File: config.mk
export PLATFORM = sky130hd
export DESIGN_NAME = high_speed_clock_select
export DESIGN_NICKNAME = d
export VERILOG_FILES = /design/src/hw/high_speed_clock_select.v /design/src/hw/tick_divider.v
export VERILOG_INCLUDE_DIRS = /design/src /design/src/hw
export SDC_FILE = /design/constraint.sdc
export NUM_CORES = 1
export LEC_CHECK = 0
export ABC_AREA = 1
export BUFFER_PORTS_ARGS = -buffer_cell sky130_fd_sc_hd__buf_2
export CORE_ASPECT_RATIO = 0.6
export CORE_MARGIN = 2
export CORE_UTILIZATION = 52
export DETAILED_ROUTE_END_ITERATION = 10
export HOLD_SLACK_MARGIN = 0.15
export PLACE_DENSITY = 0.75
export SLEW_MARGIN = 20
export SYNTH_ARGS = -nofsm -noshare
export SYNTH_HDL_FRONTEND = slang
export SYNTH_SLANG_ARGS = --single-unit
export TNS_END_PERCENT = 1
File: constraint.sdc
create_clock -name clock_i -period 1.68 [get_ports clock_i]
set_clock_uncertainty 0.15 [all_clocks]
set_input_delay 0.336 -clock clock_i [delete_from_list [all_inputs] [get_ports clock_i]]
set_output_delay 0.336 -clock clock_i [all_outputs]
set_load 0.02 [all_outputs]
File: src/hw/hs_clk_map.vh
// register map, field positions, reset values and timing counts
`ifndef HS_CLK_MAP_VH
`define HS_CLK_MAP_VH

// register addresses on the plain register port
`define ADDR_OSC_CTRL        3'h0
`define ADDR_MAIN_OSC_CTRL   3'h1
`define ADDR_MAIN_CLK_MODE   3'h2
`define ADDR_CPU_CLK_CTRL    3'h3
`define ADDR_OSC_STAB_STATUS 3'h4

// osc_ctrl_reg fields
`define BIT_EXT_CLK_SEL      7
`define BIT_OSC_PIN_MODE_SEL 6
`define BIT_GAIN_RANGE_SEL   0

// main_osc_ctrl_reg fields
`define BIT_HS_CLK_STOP      7

// main_clk_mode_reg fields
`define BIT_MAIN_CLK_SRC_SEL 2
`define BIT_MAIN_ON_HS_STAT  1
`define BIT_PERIPH_CLK_SRC   0

// cpu_clk_ctrl_reg fields
`define BIT_CPU_ON_SUB_STAT  5
`define BIT_CPU_SRC_SEL      4
`define MSB_CPU_DIV          2
`define LSB_CPU_DIV          0

// reset values
`define RST_HS_CLK_STOP      1'b1
`define RST_CPU_DIV          3'h1
`define RST_GAIN_RANGE       1'b0

// cpu divider codes
`define CPU_DIV_1            3'h0
`define CPU_DIV_2            3'h1
`define CPU_DIV_4            3'h2
`define CPU_DIV_8            3'h3
`define CPU_DIV_16           3'h4

// timing: clock period and cpu hold-off after selecting the upper range
`define CLK_PERIOD_NS        10
`define GAIN_STALL_NS        5000
`define GAIN_STALL_CYC       ((`GAIN_STALL_NS+`CLK_PERIOD_NS-1)/`CLK_PERIOD_NS)

// stabilisation status: first threshold is 2**OSC_STAB_BASE source ticks
`define OSC_STAB_BASE        11
`define OSC_STAB_FLAGS       5

`endif

File: src/hw/high_speed_clock_select.v
// high-speed clock pin mode, range, stop control and clock selection
//
// How it works
// - reset leaves both high-speed pins as ports
// - unused high-speed clock keeps pins as ports
// - range bit: 0 low band, 1 high band
// - range bit accepts only first write after reset
// - range bit 1 stalls cpu five microseconds
// - ext 0, osc 1 gives resonator mode
// - ext 1, osc 1: first port, second input
// - clearing stop starts resonator oscillator
// - clearing stop enables external clock input
// - both select bits 1: high-speed drives both
// - high-speed main forces high-speed peripheral clock
// - cpu source 0 selects main system clock
// - divider codes 0..4 give divide 1..16
// - both select bits 0: internal oscillator drives
// - internal oscillator runs and feeds cpu
//
// clocks are carried as one-cycle ticks synchronous to clock_i;
// cpu_tick_o and periph_tick_o are the resulting clock enables.
`timescale 1ns/10ps
`include "hs_clk_map.vh"
module high_speed_clock_select
(
    input  wire       clock_i,
    input  wire       sys_rst_i,
    input  wire [2:0] addr_i,
    input  wire [7:0] wr_data_i,
    input  wire       wr_en_i,
    input  wire       rd_en_i,
    output reg  [7:0] rd_data_o,
    input  wire       ih_tick_i,
    input  wire       hs_tick_i,
    input  wire       sub_tick_i,
    output reg        cpu_tick_o,
    output reg        periph_tick_o,
    output reg        cpu_stalled_o,
    output reg        x1_port_mode_o,
    output reg        x2_port_mode_o,
    output reg        resonator_mode_o,
    output reg        ext_clk_mode_o,
    output reg        osc_run_o,
    output reg        ext_clk_en_o,
    output reg        gain_range_o,
    output reg        ih_osc_run_o,
    output reg        main_on_hs_o
);

    localparam integer STALL_INT = `GAIN_STALL_CYC;
    localparam [9:0]   STALL_CYC = STALL_INT[9:0]; // fits the counter
    localparam         STAB_W    = `OSC_STAB_BASE + `OSC_STAB_FLAGS;

    // cpu source mux codes, held as the active selection
    localparam [1:0] SRC_IH  = 2'h0;
    localparam [1:0] SRC_HS  = 2'h1;
    localparam [1:0] SRC_SUB = 2'h2;

    // control bits written by software
    reg              ext_clk_sel_q;
    reg              osc_pin_mode_sel_q;
    reg              gain_range_sel_q;
    reg              gain_locked_q;
    reg              hs_clk_stop_q;
    reg              main_clk_src_sel_q;
    reg              periph_clk_src_sel_q;
    reg              cpu_src_sel_q;
    reg  [2:0]       cpu_div_q;

    // internal state
    reg  [1:0]       cpu_src_act_q;
    reg  [1:0]       cpu_src_d;
    reg  [9:0]       stall_cnt_q;
    reg  [STAB_W-1:0] stab_cnt_q;
    reg  [`OSC_STAB_FLAGS-1:0] stab_flag_q;
    reg  [7:0]       rd_data_d;
    reg              src_tick;

    wire             wr_osc_ctrl;
    wire             wr_main_osc;
    wire             wr_main_mode;
    wire             wr_cpu_ctrl;
    wire             hs_running;
    wire             hs_tick_ok;
    wire             periph_on_hs;
    wire             div_tick;
    wire             div_wrap;
    wire             stalling;

    // write strobes per register
    assign wr_osc_ctrl  = wr_en_i & (addr_i == `ADDR_OSC_CTRL);
    assign wr_main_osc  = wr_en_i & (addr_i == `ADDR_MAIN_OSC_CTRL);
    assign wr_main_mode = wr_en_i & (addr_i == `ADDR_MAIN_CLK_MODE);
    assign wr_cpu_ctrl  = wr_en_i & (addr_i == `ADDR_CPU_CLK_CTRL);

    // high-speed clock is live in either pin mode once stop is cleared
    assign hs_running = osc_pin_mode_sel_q & ~hs_clk_stop_q;
    // ticks from a stopped source are dropped so they cannot leak
    assign hs_tick_ok = hs_tick_i & hs_running;

    // high-speed main clock overrides the peripheral select bit
    assign periph_on_hs = periph_clk_src_sel_q | main_clk_src_sel_q;

    assign stalling = (stall_cnt_q != 10'h000);

    // pin mode and range bits; mode bits are frozen while the clock runs,
    // since changing them under a live oscillator would upset the pads
    always @(posedge clock_i)
    begin
        if (sys_rst_i)
        begin
            ext_clk_sel_q      <= 1'b0;
            osc_pin_mode_sel_q <= 1'b0;
            gain_range_sel_q   <= `RST_GAIN_RANGE;
            gain_locked_q      <= 1'b0;
        end
        else if (wr_osc_ctrl)
        begin
            if (hs_clk_stop_q)
            begin
                ext_clk_sel_q      <= wr_data_i[`BIT_EXT_CLK_SEL];
                osc_pin_mode_sel_q <= wr_data_i[`BIT_OSC_PIN_MODE_SEL];
            end
            // only the first write after reset reaches the range bit
            if (!gain_locked_q)
            begin
                gain_range_sel_q <= wr_data_i[`BIT_GAIN_RANGE_SEL];
                gain_locked_q    <= 1'b1;
            end
        end
    end

    // cpu hold-off after the upper range is chosen
    always @(posedge clock_i)
    begin
        if (sys_rst_i)
        begin
            stall_cnt_q <= 10'h000;
        end
        else if (wr_osc_ctrl && !gain_locked_q &&
                 wr_data_i[`BIT_GAIN_RANGE_SEL])
        begin
            stall_cnt_q <= STALL_CYC;
        end
        else if (stalling)
        begin
            stall_cnt_q <= stall_cnt_q - 10'h001;
        end
    end

    // oscillator stop bit, stopped out of reset
    always @(posedge clock_i)
    begin
        if (sys_rst_i)
        begin
            hs_clk_stop_q <= `RST_HS_CLK_STOP;
        end
        else if (wr_main_osc)
        begin
            hs_clk_stop_q <= wr_data_i[`BIT_HS_CLK_STOP];
        end
    end

    // main and peripheral clock source bits
    always @(posedge clock_i)
    begin
        if (sys_rst_i)
        begin
            main_clk_src_sel_q   <= 1'b0;
            periph_clk_src_sel_q <= 1'b0;
        end
        else if (wr_main_mode)
        begin
            main_clk_src_sel_q   <= wr_data_i[`BIT_MAIN_CLK_SRC_SEL];
            periph_clk_src_sel_q <= wr_data_i[`BIT_PERIPH_CLK_SRC];
        end
    end

    // cpu source and ratio; prohibited codes are filtered in the divider
    always @(posedge clock_i)
    begin
        if (sys_rst_i)
        begin
            cpu_src_sel_q <= 1'b0;
            cpu_div_q     <= `RST_CPU_DIV;
        end
        else if (wr_cpu_ctrl)
        begin
            cpu_src_sel_q <= wr_data_i[`BIT_CPU_SRC_SEL];
            cpu_div_q     <= wr_data_i[`MSB_CPU_DIV:`LSB_CPU_DIV];
        end
    end

    // requested cpu source from the select bits
    always @*
    begin
        if (cpu_src_sel_q)
        begin
            cpu_src_d = SRC_SUB;
        end
        else if (main_clk_src_sel_q)
        begin
            cpu_src_d = SRC_HS;
        end
        else
        begin
            cpu_src_d = SRC_IH;
        end
    end

    // the source is swapped only at the end of a divided period; a
    // limitation is that a dead source holds the cpu until it ticks
    always @(posedge clock_i)
    begin
        if (sys_rst_i)
        begin
            cpu_src_act_q <= SRC_IH;
        end
        else if (div_wrap)
        begin
            cpu_src_act_q <= cpu_src_d;
        end
    end

    // tick stream feeding the cpu divider
    always @*
    begin
        case (cpu_src_act_q)
            SRC_HS:  src_tick = hs_tick_ok;
            SRC_SUB: src_tick = sub_tick_i;
            default: src_tick = ih_tick_i;
        endcase
    end

    // cpu clock divider; ratio taken at period end
    tick_divider
    #(
        .DEFAULT_CODE (`RST_CPU_DIV)
    )
    u_cpu_div
    (
        .clock_i    (clock_i),
        .sys_rst_i  (sys_rst_i),
        .tick_i     (src_tick),
        .div_code_i (cpu_div_q),
        .tick_o     (div_tick),
        .wrap_o     (div_wrap)
    );

    // stabilisation counter, cleared whenever the clock is not running
    always @(posedge clock_i)
    begin
        if (sys_rst_i || !hs_running)
        begin
            stab_cnt_q <= {STAB_W{1'b0}};
        end
        else if (hs_tick_ok && !stab_flag_q[`OSC_STAB_FLAGS-1])
        begin
            stab_cnt_q <= stab_cnt_q + {{(STAB_W-1){1'b0}}, 1'b1};
        end
    end

    // sticky threshold flags, one per doubling of the wait
    genvar gi;
    generate
        for (gi = 0; gi < `OSC_STAB_FLAGS; gi = gi + 1)
        begin : g_stab
            always @(posedge clock_i)
            begin
                if (sys_rst_i || !hs_running)
                begin
                    stab_flag_q[gi] <= 1'b0;
                end
                else if (stab_cnt_q[`OSC_STAB_BASE+gi])
                begin
                    stab_flag_q[gi] <= 1'b1;
                end
            end
        end
    endgenerate

    // clock enables and pin state outputs, all registered
    always @(posedge clock_i)
    begin
        if (sys_rst_i)
        begin
            cpu_tick_o       <= 1'b0;
            periph_tick_o    <= 1'b0;
            cpu_stalled_o    <= 1'b0;
            x1_port_mode_o   <= 1'b1;
            x2_port_mode_o   <= 1'b1;
            resonator_mode_o <= 1'b0;
            ext_clk_mode_o   <= 1'b0;
            osc_run_o        <= 1'b0;
            ext_clk_en_o     <= 1'b0;
            gain_range_o     <= 1'b0;
            ih_osc_run_o     <= 1'b0;
            main_on_hs_o     <= 1'b0;
        end
        else
        begin
            // cpu pulses are withheld whole during the hold-off
            cpu_tick_o     <= div_tick & ~stalling;
            cpu_stalled_o  <= stalling;
            // whole ticks only, so switching here never cuts a pulse
            periph_tick_o  <= periph_on_hs ? hs_tick_ok : ih_tick_i;
            // first pin is a port unless resonator mode
            x1_port_mode_o <= ~osc_pin_mode_sel_q | ext_clk_sel_q;
            x2_port_mode_o <= ~osc_pin_mode_sel_q;
            resonator_mode_o <= osc_pin_mode_sel_q & ~ext_clk_sel_q;
            ext_clk_mode_o <= osc_pin_mode_sel_q & ext_clk_sel_q;
            osc_run_o      <= hs_running & ~ext_clk_sel_q;
            ext_clk_en_o   <= hs_running & ext_clk_sel_q;
            gain_range_o   <= gain_range_sel_q;
            ih_osc_run_o   <= 1'b1;
            main_on_hs_o   <= (cpu_src_act_q == SRC_HS);
        end
    end

    // read mux, unmapped addresses answer zero
    always @*
    begin
        rd_data_d = 8'h00;
        if (addr_i == `ADDR_OSC_CTRL)
        begin
            rd_data_d[`BIT_EXT_CLK_SEL]      = ext_clk_sel_q;
            rd_data_d[`BIT_OSC_PIN_MODE_SEL] = osc_pin_mode_sel_q;
            rd_data_d[`BIT_GAIN_RANGE_SEL]   = gain_range_sel_q;
        end
        else if (addr_i == `ADDR_MAIN_OSC_CTRL)
        begin
            rd_data_d[`BIT_HS_CLK_STOP] = hs_clk_stop_q;
        end
        else if (addr_i == `ADDR_MAIN_CLK_MODE)
        begin
            rd_data_d[`BIT_MAIN_CLK_SRC_SEL] = main_clk_src_sel_q;
            rd_data_d[`BIT_MAIN_ON_HS_STAT]  = (cpu_src_act_q == SRC_HS);
            rd_data_d[`BIT_PERIPH_CLK_SRC]   = periph_on_hs;
        end
        else if (addr_i == `ADDR_CPU_CLK_CTRL)
        begin
            rd_data_d[`BIT_CPU_ON_SUB_STAT] = (cpu_src_act_q == SRC_SUB);
            rd_data_d[`BIT_CPU_SRC_SEL]     = cpu_src_sel_q;
            rd_data_d[`MSB_CPU_DIV:`LSB_CPU_DIV] = cpu_div_q;
        end
        else if (addr_i == `ADDR_OSC_STAB_STATUS)
        begin
            rd_data_d[`OSC_STAB_FLAGS-1:0] = stab_flag_q;
        end
    end

    // read data valid only in the cycle after the strobe
    always @(posedge clock_i)
    begin
        if (sys_rst_i)
        begin
            rd_data_o <= 8'h00;
        end
        else if (rd_en_i)
        begin
            rd_data_o <= rd_data_d;
        end
        else
        begin
            rd_data_o <= 8'h00;
        end
    end

endmodule

File: src/hw/tick_divider.v
// divides a stream of source ticks by a power of two, code taken at wrap
`timescale 1ns/10ps
module tick_divider
#(
    parameter [2:0] DEFAULT_CODE = 3'h1
)
(
    input  wire       clock_i,
    input  wire       sys_rst_i,
    input  wire       tick_i,
    input  wire [2:0] div_code_i,
    output reg        tick_o,
    output reg        wrap_o
);

    reg  [2:0] code_q;
    reg  [3:0] cnt_q;
    reg  [3:0] limit;
    reg        legal;

    // last count of the period for the code in use
    always @*
    begin
        case (code_q)
            3'h0:    limit = 4'h0;
            3'h1:    limit = 4'h1;
            3'h2:    limit = 4'h3;
            3'h3:    limit = 4'h7;
            default: limit = 4'hF;
        endcase
    end

    // prohibited codes are never loaded, the old ratio stays
    always @*
    begin
        legal = (div_code_i <= 3'h4);
    end

    // new ratio is taken only when a period ends, so no pulse is cut short
    always @(posedge clock_i)
    begin
        if (sys_rst_i)
        begin
            code_q <= DEFAULT_CODE;
            cnt_q  <= 4'h0;
            tick_o <= 1'b0;
            wrap_o <= 1'b0;
        end
        else
        begin
            tick_o <= 1'b0;
            wrap_o <= 1'b0;
            if (tick_i)
            begin
                if (cnt_q >= limit)
                begin
                    tick_o <= 1'b1;
                    wrap_o <= 1'b1;
                    cnt_q  <= 4'h0;
                    if (legal)
                    begin
                        code_q <= div_code_i;
                    end
                end
                else
                begin
                    cnt_q <= cnt_q + 4'h1;
                end
            end
        end
    end

endmodule

==> results.md <==
- RSZ-0062 raised after global routing: yes
- Sw frac: ~34%
- Die ar.: between 0.006 and 0.007 mm2
- Post-route DRC violation count: 0
- Sequential Power Share: 42.6%
- WL per Instance: between 10 and 15 um
- Final nets: 520
- DRT Pass-1 Iters: 4
- Boundary Pins: 38
- Core ar.: approximately 0.0057 mm2
- Synth Cell Area: between 0.003 and 0.004 mm2
- Placed Area: about 0.0035 mm2
- Tcrit/Tclk final: 98.2%
- Worst endpoint required time: between 1.5 and 2 ns
- Most used cell, CP: inv_1
- FF-to-FF End: u_cpu_div.cnt_q[1]
- Post-route cell area: ~0.004 mm2
- Total Routing Usage GR: between 20% and 30%
- IO Port Bufs: 35
- Antenna diodes: 0
- Crit. End Element: flip-flop
- Max Clk Rate: slightly above 600 MHz
- Hold path cells: 4
- CTS Buf Count: 9
- Worst Max-Slew Pin Slew: about 0.44 ns
- Syn Inst Count: roughly 430
- Clock-pin slew on the worst setup and hold paths: around 0.070 ns
- Slew Limit Fails: 0
- Number of global-route vias before repair: roughly 2600
- H-tree depth: 3
- First-pass GRT wire length: roughly 12000 um
- Seq. cell area: about 0.0014 mm2
- Syn Area/Cell: about 7.4 um2
- Worst VDD drop: between 700 and 800 uV
- Ratio of cells with drive above 1 in the final layout: 21.5%
- Outcome: finished, final reports clean
- Via count: slightly below 3000
- Worst R2R Setup Slack: between 0.02 and 0.03 ns
- Combinational power share: around 31%
- Yosys reg bits: a little over 70
- CP Buf/Inv Count: 4
- Worst Path Class, Setup: flip-flop to flip-flop
- Clk pwr share: between 20% and 30%
- Top_reg_cell synth: dfxtp_1
- CP arrival: ~1.8 ns
- Cell breakdown of the critical path: inv_1, ha_4, inv_1, nor2_1, a21oi_2, buf_6, buf_4, nand3b_1, a21oi_1
- Clock Tree Buf Depth: 2
- Sum Neg Setup Slack: 0 ns
- Initial DRC count: around 220
- Initial Util: 55.3%
- Initial antenna violation count: 0
- Commonest non-fill, non-tap cell in the layout: nand2_1
- Worst r2r src: cpu_src_act_q[0]
- Reg2Reg Depth: 9
- Setup violators final: 0
- Syn_nets: 455
- Crit-path slowest cell: dfxtp_2
- Dpl hpwl: about 5300 um
- Distinct cells, synth: 35
- CTS Sinks: 72
- Tot Pwr: between 4 and 5 mW
- Pin count of the biggest net entering global routing: 19
- PwrDens: about 1200 mW/mm2
- Fillcell total: 494
- Crit-path max FO: 6
- Fraction of registers with async set or reset after synthesis: 0%
- Die W: approximately 100 um
- Hold Path Class: input pin to flip-flop
- Die Y: 64.3 um
- Grt ovf: 0
- Area grow syn2layout: 23.5%
- Area share of the largest cell type after synthesis: approximately 46%
- Final WL: between 7000 and 8000 um
- Synth top area cells: dfxtp_1, nand2_1, inv_1, nor2_1, a21oi_1
- Startpoint Class: flip-flop
- Crit-path max cell delay: ~0.37 ns
- Max_slew headroom: 70.6%
- Crit path time final: between 1.5 and 2 ns
- HP Start: addr_i[2]
- Most frequent cells in the layout: nand2_1, dfxtp_1, inv_1, nor2_1, buf_2
- Area of the multi-input gates: about 0.0015 mm2
- Number of flops mapped to enable cells by yosys: 0
- Hold Path Sink: rd_data_o[7]
- Worst-Skew Late Latency: 0.36 ns
- Clock root buffer: clkbuf_8
- Endpoints failing hold: 0
- Area leader, netlist: dfxtp_1
- Final core utilization: 68.3%
- Number of vias per cell: between 5 and 6
- P_leak: between 1.5 and 2 nW
- Internal power component: about 3 mW
- Sequential-to-total area share from yosys stat: between 40% and 50%
- Switching power: ~1.6 mW
- Final Wtd Congestion: 0.848
- Crit-path leading delay family: buffers and inverters
- Post-route ant nets: 0
- Synth warn: 0
- # rows: 21
- Max Cap Viol: 0
- CTS tree: built
-- synth_stat cells (2+ instances only) --
master and n:
nand3_2 4, o211ai_1 2, nor2_4 2, nand2_2 2
a21oi_1 37, a31oi_1 2, xor2_1 4, nand2_1 88
dfxtp_1 72, ha_1 9, nand3_1 24, inv_1 62
nor2_2 5, nand4_1 11, nor3_1 8, nor2_1 56
clkbuf_1 2, inv_2 2, o21ai_0 19, buf_2 2
-- metal layers --
metal,GRT usage (%),wire (um)
met3,6.53,618
met1,32.9,3740
met5,0,0
met4,9.63,119
met2,33.4,2950
-- stage by stage --
step / instances / hold WS (ns) / setup WS (ns)
detailed placement: 551 / 0.297 / -0.0405
global route: 578 / 0.193 / -0.0451
floorplan: 428 / 0.272 / 0.118
finish: 578 / 0.176 / 0.0295
CTS: 574 / 0.157 / 0.00692
global placement: 551 / 0.294 / 0.00645
-- tightest hold or removal path, delay by kind of cell --
family                 cells  cell delay, ns
AOI/OAI and AO/OA          1            0.05
buffers and inverters      1            0.10
and+or+nand+nor            2            0.14
-- how the worst max path moves through the flow --
stage                              from                   to  slack, ns  depth (start not counted)
finish                 cpu_src_act_q[0]   u_cpu_div.cnt_q[1]       0.03                          9
CTS                 u_cpu_div.code_q[1]  u_cpu_div.code_q[1]      0.007                          9
global route        u_cpu_div.code_q[1]  u_cpu_div.code_q[2]      -0.05                          8
floorplan              cpu_src_act_q[0]  u_cpu_div.code_q[2]       0.12                          9
global placement              hs_tick_i       stab_cnt_q[12]      0.006                          9
detailed placement  u_cpu_div.code_q[1]  u_cpu_div.code_q[1]      -0.04                          9
-- power by group through the flow --
stage	registers, mW	clock network, mW	logic (mW)
floorplan	2.01	0	0.904
global placement	2.00	0	1.17
finish	1.99	1.24	1.43
CTS	1.97	1.27	1.25
detailed placement	2.01	0	1.22
global route	2.00	1.34	1.60
-- kinds of logic (layout without fill, tap and decap cells) --
group,after synthesis,after routing,synth area share [%]
AND/OR/NAND/NOR,207,207,29.9
flip-flops,72,72,45.7
buffers and inverters,72,142,9.01
AO/OA/AOI/OAI,63,63,10.4
adder cells (fa/ha/maj),9,9,3.57
XOR/XNOR,5,5,1.39
-- sequential cells by signal, summed over array words and instances, names as in the netlist, 2 cells and up --
register / flops
cpu_div_q: 3
cpu_src_act_q: 2
stab_cnt_q: 16
stab_flag_q: 5
stall_cnt_q: 10
rd_data_o: 8
u_cpu_div.cnt_q: 4
u_cpu_div.code_q: 3
-- what timing repair did --
action	CTS	global route
resized for setup	1	28
hold buffers	7	0
setup endpoints to repair	7	14
pin swaps	0	4
hold endpoints to repair	9	0
buffers inserted	0	3
gates cloned	0	1
-- final cells by class --
class | count | area share [%]
Clock buffer | 14 | 4.18
Clock inverter | 2 | 0.354
Inverter | 65 | 6.27
Multi-Input combinational cell | 284 | 39.5
Sequential cell | 72 | 37.2
Tap cell | 80 | 2.57
Timing Repair Buffer | 61 | 10.0
Power figures use the tool's default switching activity.
